$ cat src/logic/amc_cfg.svh
// offsets, bit positions, reset values and codes of the converter control
`ifndef AMC_CFG_SVH
`define AMC_CFG_SVH
`define AMC_IDX_MAIN   16'h1D26
`define AMC_IDX_DIV    16'h1D2A
`define AMC_IDX_SOI    16'h1D2B
`define AMC_IDX_RES    16'h1D2C
`define AMC_IDX_PREV   16'h1D2D
`define AMC_IDX_STAT   16'h1D2E
`define AMC_IDX_EN     16'h1D2F
`define AMC_IDX_CLR    16'h1D30
`define AMC_A_MAIN     (`AMC_IDX_MAIN << 2)
`define AMC_A_DIV      (`AMC_IDX_DIV << 2)
`define AMC_A_SOI      (`AMC_IDX_SOI << 2)
`define AMC_A_RES      (`AMC_IDX_RES << 2)
`define AMC_A_PREV     (`AMC_IDX_PREV << 2)
`define AMC_A_STAT     (`AMC_IDX_STAT << 2)
`define AMC_A_EN       (`AMC_IDX_EN << 2)
`define AMC_A_CLR      (`AMC_IDX_CLR << 2)
`define AMC_MAIN_RST   8'h00
`define AMC_B_ON       7
`define AMC_B_REPEAT   6
`define AMC_B_CS       4
`define AMC_B_FMT      2
`define AMC_B_GO       0
`define AMC_EV_DONE    0
`define AMC_EV_THR     1
`define AMC_EV_ABORT   2
`define AMC_RESP_OK    2'h0
`define AMC_RESP_ERR   2'h2
`define AMC_RES_W      10
`define AMC_DIV_W      6
`endif

$ cat src/logic/amc_pkg.sv
// types and address decode shared by the converter control modules
`include "amc_cfg.svh"
package amc_pkg;
	typedef enum logic [3:0] {
		AMC_R_NONE = 4'h0,
		AMC_R_MAIN = 4'h1,
		AMC_R_DIV  = 4'h2,
		AMC_R_SOI  = 4'h3,
		AMC_R_RES  = 4'h4,
		AMC_R_PREV = 4'h5,
		AMC_R_STAT = 4'h6,
		AMC_R_EN   = 4'h7,
		AMC_R_CLR  = 4'h8
	} amc_reg_e;

	typedef enum logic {
		AMC_S_IDLE = 1'h0,
		AMC_S_CONV = 1'h1
	} amc_seq_st_e;

	// byte address to register select
	function automatic amc_reg_e amc_decode(input logic [15:0] a);
		case (a)
			`AMC_A_MAIN: amc_decode = AMC_R_MAIN;
			`AMC_A_DIV:  amc_decode = AMC_R_DIV;
			`AMC_A_SOI:  amc_decode = AMC_R_SOI;
			`AMC_A_RES:  amc_decode = AMC_R_RES;
			`AMC_A_PREV: amc_decode = AMC_R_PREV;
			`AMC_A_STAT: amc_decode = AMC_R_STAT;
			`AMC_A_EN:   amc_decode = AMC_R_EN;
			`AMC_A_CLR:  amc_decode = AMC_R_CLR;
			default:     amc_decode = AMC_R_NONE;
		endcase
	endfunction
endpackage

$ cat src/logic/amc_seq_if.sv
// link between the control register and the conversion sequencer
`timescale 1ns/100ps
interface amc_seq_if #(
	parameter int RES_W = 10,
	parameter int DIV_W = 6
);
	logic             on;
	logic             cs;
	logic             go;
	logic             rc_tick;
	logic [DIV_W-1:0] div;
	logic [RES_W-1:0] code;
	logic             busy;
	logic             done;
	logic             abort;
	logic [RES_W-1:0] result;

	modport ctl (output on, cs, go, rc_tick, div, code,
		input busy, done, abort, result);
	modport seq (input on, cs, go, rc_tick, div, code,
		output busy, done, abort, result);
endinterface

$ cat src/logic/amc_seq.sv
// successive approximation sequencer, one code bit per conversion tick
`timescale 1ns/100ps
module amc_seq #(
	parameter int RES_W = 10,
	parameter int DIV_W = 6
) (
	input  wire logic clk_i,
	input  wire logic rst_b_i,
	amc_seq_if.seq    sif
);
	localparam int IW = $clog2(RES_W);

	typedef struct packed {
		amc_pkg::amc_seq_st_e st;
		logic [IW-1:0]        idx;
		logic [RES_W-1:0]     acc;
		logic [DIV_W-1:0]     cnt;
		logic                 done;
		logic                 abort;
		logic [RES_W-1:0]     result;
	} amc_seq_s;

	amc_seq_s q;
	amc_seq_s n;
	logic     tick;

	// next state: tick source, bit decisions, abort on start loss
	always_comb begin
		n = q;
		n.done = 1'b0;
		n.abort = 1'b0;
		tick = sif.cs ? sif.rc_tick : (q.cnt == sif.div);
		unique case (q.st)
			amc_pkg::AMC_S_IDLE: begin
				n.cnt = '0;
				// no start in the done cycle: start bit not yet cleared
				if (sif.on && sif.go && !q.done) begin
					n.st = amc_pkg::AMC_S_CONV;
					n.idx = IW'(RES_W - 1);
					n.acc = '0;
				end
			end
			amc_pkg::AMC_S_CONV: begin
				if (!(sif.on && sif.go)) begin
					n.st = amc_pkg::AMC_S_IDLE;
					n.abort = 1'b1;
					n.result = q.acc;
				end else begin
					if (!sif.cs) begin
						n.cnt = tick ? '0 : q.cnt + 1'b1;
					end
					if (tick) begin
						n.acc[q.idx] = sif.code[q.idx];
						if (q.idx == '0) begin
							n.st = amc_pkg::AMC_S_IDLE;
							n.done = 1'b1;
							n.result = n.acc;
						end else begin
							n.idx = q.idx - 1'b1;
						end
					end
				end
			end
		endcase
	end

	// state register
	always_ff @(posedge clk_i or negedge rst_b_i) begin
		if (!rst_b_i) begin
			q <= '0;
		end else begin
			q <= n;
		end
	end

	// outputs to the control register
	assign sif.busy = (q.st == amc_pkg::AMC_S_CONV);
	assign sif.done = q.done;
	assign sif.abort = q.abort;
	assign sif.result = q.result;
endmodule

$ cat src/logic/amc_top.sv
// converter main control register with axi4-lite slave and interrupt
//
// Our own choice: the AXI4-Lite interface to the registers.
`timescale 1ns/100ps
`include "amc_cfg.svh"
module amc_top #(
	parameter int RES_W = `AMC_RES_W,
	parameter int DIV_W = `AMC_DIV_W
) (
	input  wire logic             clk_i,
	input  wire logic             rst_b_i,
	input  wire logic [15:0]      s_axi_awaddr_i,
	input  wire logic             s_axi_awvalid_i,
	output logic                  s_axi_awready_o,
	input  wire logic [31:0]      s_axi_wdata_i,
	input  wire logic [3:0]       s_axi_wstrb_i,
	input  wire logic             s_axi_wvalid_i,
	output logic                  s_axi_wready_o,
	output logic [1:0]            s_axi_bresp_o,
	output logic                  s_axi_bvalid_o,
	input  wire logic             s_axi_bready_i,
	input  wire logic [15:0]      s_axi_araddr_i,
	input  wire logic             s_axi_arvalid_i,
	output logic                  s_axi_arready_o,
	output logic [31:0]           s_axi_rdata_o,
	output logic [1:0]            s_axi_rresp_o,
	output logic                  s_axi_rvalid_o,
	input  wire logic             s_axi_rready_i,
	input  wire logic             rc_tick_i,
	input  wire logic [RES_W-1:0] code_i,
	input  wire logic             thr_flag_i,
	output logic                  adc_on_o,
	output logic                  go_o,
	output logic                  conv_done_o,
	output logic                  irq_o
);
	generate
		if (RES_W < 2 || RES_W > 16 || DIV_W < 1 || DIV_W > 8) begin : g_chk
			$error("amc_top: RES_W 2..16 and DIV_W 1..8 only");
		end
	endgenerate

	typedef struct packed {
		logic             awready;
		logic             wready;
		logic             bvalid;
		logic [1:0]       bresp;
		logic             arready;
		logic             rvalid;
		logic [1:0]       rresp;
		logic [31:0]      rdata;
		logic             aw_full;
		logic [15:0]      awaddr;
		logic             w_full;
		logic [7:0]       wdata;
		logic             wstb;
		logic             on;
		logic             repeat_conversion;
		logic             cs;
		logic             fm;
		logic             go;
		logic             stop;
		logic             stop_on_interrupt;
		logic [DIV_W-1:0] div;
		logic [RES_W-1:0] res;
		logic [RES_W-1:0] prev;
		logic [2:0]       stat;
		logic [2:0]       en;
		logic             irq;
		logic             done;
	} amc_top_s;

	amc_top_s             q;
	amc_top_s             n;
	amc_pkg::amc_reg_e    wsel;
	amc_pkg::amc_reg_e    rsel;
	logic                 do_wr;
	logic                 wr_main;
	logic                 wr_go_set;
	logic                 wr_go_clr;
	logic [2:0]           clr_mask;
	logic [2:0]           ev;

	amc_seq_if #(.RES_W(RES_W), .DIV_W(DIV_W)) sif ();

	amc_seq #(.RES_W(RES_W), .DIV_W(DIV_W)) u_seq (
		.clk_i   (clk_i),
		.rst_b_i (rst_b_i),
		.sif     (sif)
	);

	// result alignment into a 16-bit field
	function automatic logic [15:0] align(input logic [RES_W-1:0] v,
		input logic right);
		align = right ? 16'(v) : (16'(v) << (16 - RES_W));
	endfunction

	// settings towards the sequencer
	assign sif.on = q.on;
	assign sif.cs = q.cs;
	assign sif.go = q.go;
	assign sif.div = q.div;
	assign sif.rc_tick = rc_tick_i;
	assign sif.code = code_i;

	// bus handshakes, register writes, start bit and events
	always_comb begin
		n = q;
		n.done = 1'b0;
		wsel = amc_pkg::amc_decode(q.awaddr);
		rsel = amc_pkg::amc_decode(s_axi_araddr_i);
		if (s_axi_awvalid_i && q.awready) begin
			n.aw_full = 1'b1;
			n.awaddr = s_axi_awaddr_i;
		end
		if (s_axi_wvalid_i && q.wready) begin
			n.w_full = 1'b1;
			n.wdata = s_axi_wdata_i[7:0];
			n.wstb = s_axi_wstrb_i[0];
		end
		if (q.bvalid && s_axi_bready_i) begin
			n.bvalid = 1'b0;
		end
		do_wr = q.aw_full && q.w_full && !q.bvalid;
		if (do_wr) begin
			n.aw_full = 1'b0;
			n.w_full = 1'b0;
			n.bvalid = 1'b1;
			n.bresp = (wsel == amc_pkg::AMC_R_NONE) ?
				`AMC_RESP_ERR : `AMC_RESP_OK;
		end
		wr_main = do_wr && q.wstb && wsel == amc_pkg::AMC_R_MAIN;
		wr_go_set = wr_main && q.wdata[`AMC_B_GO];
		wr_go_clr = wr_main && !q.wdata[`AMC_B_GO];
		// unimplemented bits are simply not stored
		if (wr_main) begin
			n.on = q.wdata[`AMC_B_ON];
			n.repeat_conversion = q.wdata[`AMC_B_REPEAT];
			n.cs = q.wdata[`AMC_B_CS];
			n.fm = q.wdata[`AMC_B_FMT];
		end
		if (do_wr && q.wstb && wsel == amc_pkg::AMC_R_DIV) begin
			n.div = q.wdata[DIV_W-1:0];
		end
		if (do_wr && q.wstb && wsel == amc_pkg::AMC_R_SOI) begin
			n.stop_on_interrupt = q.wdata[0];
		end
		if (do_wr && q.wstb && wsel == amc_pkg::AMC_R_EN) begin
			n.en = q.wdata[2:0];
		end
		clr_mask = (do_wr && q.wstb && wsel == amc_pkg::AMC_R_CLR) ?
			q.wdata[2:0] : 3'h0;
		// results; an abort moves only the partial code
		if (sif.done) begin
			n.prev = q.res;
			n.res = sif.result;
			n.done = 1'b1;
		end
		if (sif.abort) begin
			n.res = sif.result;
		end
		if (thr_flag_i && q.stop_on_interrupt && q.go) begin
			n.stop = 1'b1;
		end
		if (sif.done && (!q.repeat_conversion || n.stop)) begin
			n.go = 1'b0;
		end
		if (wr_go_clr) begin
			n.go = 1'b0;
		end
		if (wr_go_set) begin
			n.go = 1'b1;
			n.stop = 1'b0;
		end
		if (!n.on) begin
			n.go = 1'b0;
		end
		if (!n.go) begin
			n.stop = 1'b0;
		end
		// sticky events, set beats clear
		ev = '0;
		ev[`AMC_EV_DONE] = sif.done;
		ev[`AMC_EV_THR] = thr_flag_i;
		ev[`AMC_EV_ABORT] = sif.abort;
		n.stat = (q.stat & ~clr_mask) | ev;
		n.irq = |(n.stat & n.en);
		// read channel
		if (q.rvalid && s_axi_rready_i) begin
			n.rvalid = 1'b0;
		end
		if (s_axi_arvalid_i && q.arready) begin
			n.rvalid = 1'b1;
			n.rresp = `AMC_RESP_OK;
			unique case (rsel)
				amc_pkg::AMC_R_MAIN: n.rdata = {24'h0, q.on, q.repeat_conversion, 1'b0,
					q.cs, 1'b0, q.fm, 1'b0, q.go};
				amc_pkg::AMC_R_DIV:  n.rdata = 32'(q.div);
				amc_pkg::AMC_R_SOI:  n.rdata = {31'h0, q.stop_on_interrupt};
				amc_pkg::AMC_R_RES:  n.rdata = {16'h0, align(q.res, q.fm)};
				amc_pkg::AMC_R_PREV: n.rdata = {16'h0, align(q.prev, q.fm)};
				amc_pkg::AMC_R_STAT: n.rdata = {29'h0, q.stat};
				amc_pkg::AMC_R_EN:   n.rdata = {29'h0, q.en};
				amc_pkg::AMC_R_CLR:  n.rdata = 32'h0;
				amc_pkg::AMC_R_NONE: begin
					n.rdata = 32'h0;
					n.rresp = `AMC_RESP_ERR;
				end
			endcase
		end
		n.awready = !n.aw_full && !n.bvalid;
		n.wready = !n.w_full && !n.bvalid;
		n.arready = !n.rvalid;
	end

	// state register
	always_ff @(posedge clk_i or negedge rst_b_i) begin
		if (!rst_b_i) begin
			q <= '0;
		end else begin
			q <= n;
		end
	end

	// outputs, all from the state register
	assign s_axi_awready_o = q.awready;
	assign s_axi_wready_o = q.wready;
	assign s_axi_bvalid_o = q.bvalid;
	assign s_axi_bresp_o = q.bresp;
	assign s_axi_arready_o = q.arready;
	assign s_axi_rvalid_o = q.rvalid;
	assign s_axi_rresp_o = q.rresp;
	assign s_axi_rdata_o = q.rdata;
	assign adc_on_o = q.on;
	assign go_o = q.go;
	assign conv_done_o = q.done;
	assign irq_o = q.irq;
endmodule

$ cat config.mk
export PLATFORM = sky130hd
export DESIGN_NAME = amc_top
export DESIGN_NICKNAME = d
export VERILOG_FILES = /design/src/logic/amc_pkg.sv /design/src/logic/amc_seq_if.sv /design/src/logic/amc_seq.sv /design/src/logic/amc_top.sv
export VERILOG_INCLUDE_DIRS = /design/src /design/src/logic
export SDC_FILE = /design/constraint.sdc
export NUM_CORES = 1
export LEC_CHECK = 0
export ABC_AREA = 1
export BUFFER_PORTS_ARGS = -buffer_cell sky130_fd_sc_hd__buf_2
export CAP_MARGIN = 10
export CORE_MARGIN = 10
export CORE_UTILIZATION = 60
export CTS_CLUSTER_DIAMETER = 80
export DETAILED_ROUTE_END_ITERATION = 8
export PLACE_DENSITY_LB_ADDON = 0.25
export SYNTH_ARGS = -nofsm -noshare
export SYNTH_HDL_FRONTEND = slang
export SYNTH_SLANG_ARGS = --single-unit
$ cat constraint.sdc
create_clock -name clk_i -period 4.88 [get_ports clk_i]
set_input_delay 1.464 -clock clk_i [delete_from_list [all_inputs] [get_ports clk_i]]
set_output_delay 1.464 -clock clk_i [all_outputs]
set_load 0.01 [all_outputs]
==> results.cfg <==
[run_status]
status = completed

[min_path]
hold_path_depth = 1
hp-start = s_axi_rvalid_o
min_to = s_axi_arready_o
hp-class = reg2reg

[clock_network]
cts.reportedPaths.clkPinSlew_ns = 0.06
postCtsSetupRepairBufs = 0
cts-resized-gates = 0
cts_made_buffers = 17
cts_tree = yes
htreeDepth = 4
cts_sinks = 124
hold_buffers = 0
clk_path_buf_depth = 2
root_buffer = clkbuf_8
clkLatencyLatePin_ns = 0.50

[synth]
yosys_warnings = 0
synth_ff_type = dfrtp_1
synth-seq-cells = 124
synth-edff-count = 0
synth.avg_cell_area_um2 = 7.83
yosysSeqAreaShare_pct = 46.1
synthArstFlopShare_pct = 100
netlist_area_um2 = 6730
postSynthCellCount = 859
synth.distinct_cells = 42

[sta]
hold_viol = 0
worst_slew_pin_slew_ns = 0.831
max_slew_margin_pct = 44.4
clock_skew_ns = 0.00704
setup_viol = 0
fin_setup_tns_ns = 0
layout_min_cycle_time_ns = 2.62
rsz0062_at_grt = no
period_share_pct = 53.8
whs_ns = 0.465
slew_viol_final = 0
max_freq_ghz = 0.381

[cells_and_area]
final_area_um2 = 7600
area_growth_pct = 13.0
nets = 1017
drive_gt1_share_pct = 18.2
n_antenna_cell = 0
fillers = 902

[detailed_routing]
drc = 0
first_pass_iters = 5
vias_per_cell = 5.21
routedWlPerCell_um = 13.7
wl_mm = 14.8
ant_nets = 0
drt_iter0_drc = 436
via_count = 5606

[placement]
place_congestion = 0.932
dp_hpwl_mm = 11.0
io_buffers = 86
post_dp_cell_area_um2 = 7020

[grt]
grt_max_degree = 46
first_global_vias = 5417
track_usage_pct = 18.5
grt.overflow.total = 0
grt_pass1_wl_mm = 25.1
antenna_found_initial = 0

[critical_path]
worstReg2RegEnd = u_seq.sif.result[9]
worstSetupStartpointType = primary input
rr_worst_depth = 9
reg2reg_from = u_seq.q[28]
cp_slowest_cell = nor2_4
cp_max_fo = 26
reg2reg_setup_slack_ns = 2.79
critical_path.top_delay_family = simple AND/OR/NAND/NOR gates
max_stage_delay_ns = 0.42
crit_top_cell = nand2_1
crit_chain = buf_2 -> nor2_1 -> nand3_1 -> nor2_4 -> nand2_1 -> inv_1 -> nand3_1 -> nand4_1 -> nand2_1 -> nand2_1
arrival_ns = 3.06
crit_buf_inv = 2
critPathCaptureType = register
crit_required_ns = 5.32
worstSetupPathType = in2reg

[power_and_ir_drop]
power.leakage_nw = 3.85
power_per_cell_area_nw_per_um2 = 375
worst_ir_drop_vdd_uv = 292

[die]
die_x_um = 126
core_area_um2 = 10900
design.portCount = 132
die_y_um = 126
dieArea_um2 = 15800
start_util_pct = 61.8
fp-row-count = 38

[run]
maxCapViolCount = 0
==> layout by cell type (no fill, tap or decap), drive strengths merged <==
cell      n
a21boi    1
a21oi     4
a31oi     1
buf      88
bufinv    3
clkbuf   23
clkinv    8
conb     18
dfrtp   124
ha        5
inv     101
mux2      9
mux2i     4
nand2   253
nand3    74
nand3b    4
nand4    16
nor2     74
nor3      5
o211ai    2
o21a      1
o21ai   107
o22ai     7
o31ai     2
or2       1
xor2      2
==> cells by family (layout without fill, tap and decap cells) <==
family | after synthesis | count (layout) | share of synthesized area (%)
buffers and inverters | 162 | 223 | 11.7
AO/OA/AOI/OAI | 125 | 125 | 10.1
XOR/XNOR | 2 | 2 | 0.260
adder cells (fa/ha/maj) | 5 | 5 | 0.930
flip-flops | 124 | 124 | 46.1
other | 1 | 18 | 0.0558
AND/OR/NAND/NOR | 427 | 427 | 28.7
multiplexers | 13 | 13 | 2.10
==> power breakdown <==
| group | switching [W] | leakage, nW | internal, W |
|---|---|---|---|
| logic | 0.000270 | 1.90 | 0.000117 |
| registers | 0.0000653 | 1.66 | 0.00116 |
| clock network | 0.000426 | 0.291 | 0.000811 |
| total | 0.000761 | 3.85 | 0.00209 |
==> metal layers <==
metal  up-vias  GRT usage, %  share of wire [%]
met5         -             0                  0
met4         0          5.83                1.3
met3        16          4.66                7.1
met2       156          29.0                 46
met1      2589          24.6                 45
li1       2845             -                  -
==> worst max path at each step <==
stage                       from               end  slack, ns  cells after the start
2_1_floorplan  s_axi_araddr_i[9]  s_axi_rdata_o[2]       2.46                      9
3_3_place_gp   s_axi_araddr_i[9]  s_axi_rdata_o[5]       1.77                      8
3_5_place_dp   s_axi_araddr_i[9]  s_axi_rdata_o[5]       1.77                      8
4_1_cts                     go_o              go_o       2.27                      1
5_1_grt        s_axi_araddr_i[9]  s_axi_rdata_o[3]       2.00                     10
6_report       s_axi_araddr_i[9]  s_axi_rdata_o[4]       2.26                     10
==> synthesized netlist by cell type (all sizes together), types with 4 or more instances <==
library cell | n | area [um^2]
a21oi | 4 | 20.0
buf | 48 | 357
clkbuf | 10 | 37.5
dfrtp | 124 | 3100
ha | 5 | 62.6
inv | 101 | 379
mux2 | 9 | 101
mux2i | 4 | 40.0
nand2 | 253 | 996
nand3 | 74 | 403
nand3b | 4 | 30.0
nand4 | 16 | 121
nor2 | 74 | 338
nor3 | 5 | 36.3
o21ai | 107 | 566
o22ai | 7 | 43.8
==> through the flow <==
step	util, %	power [W]	worst slack [ns]	std cells
after floorplan	-	0.00151	2.46	876
after global placement	64.5	0.00162	1.77	1046
after detailed placement	64.5	0.00163	1.77	1046
after CTS	69.8	0.00287	2.27	1077
after global routing	69.8	0.00299	2.00	1077
final	69.8	0.00285	2.26	1077
==> flip-flops by register name, summed over array words and instances, names as in the netlist, 6 cells and up <==
name              flops
q                    57
s_axi_rdata_o        16
sif.div               6
u_seq.q              20
u_seq.sif.result     10
==> cell type report <==
class	count	area (um^2)	area share [%]
well taps	140	175	2.30
flip-flops and latches	124	3100	40.8
clock buffers	23	467	6.14
clock inverters	8	115	1.51
repair buffers	88	448	5.89
multi-input cells	590	2900	38.2
inverters	104	393	5.17
Note: power is estimated with default switching activity, not from simulation.
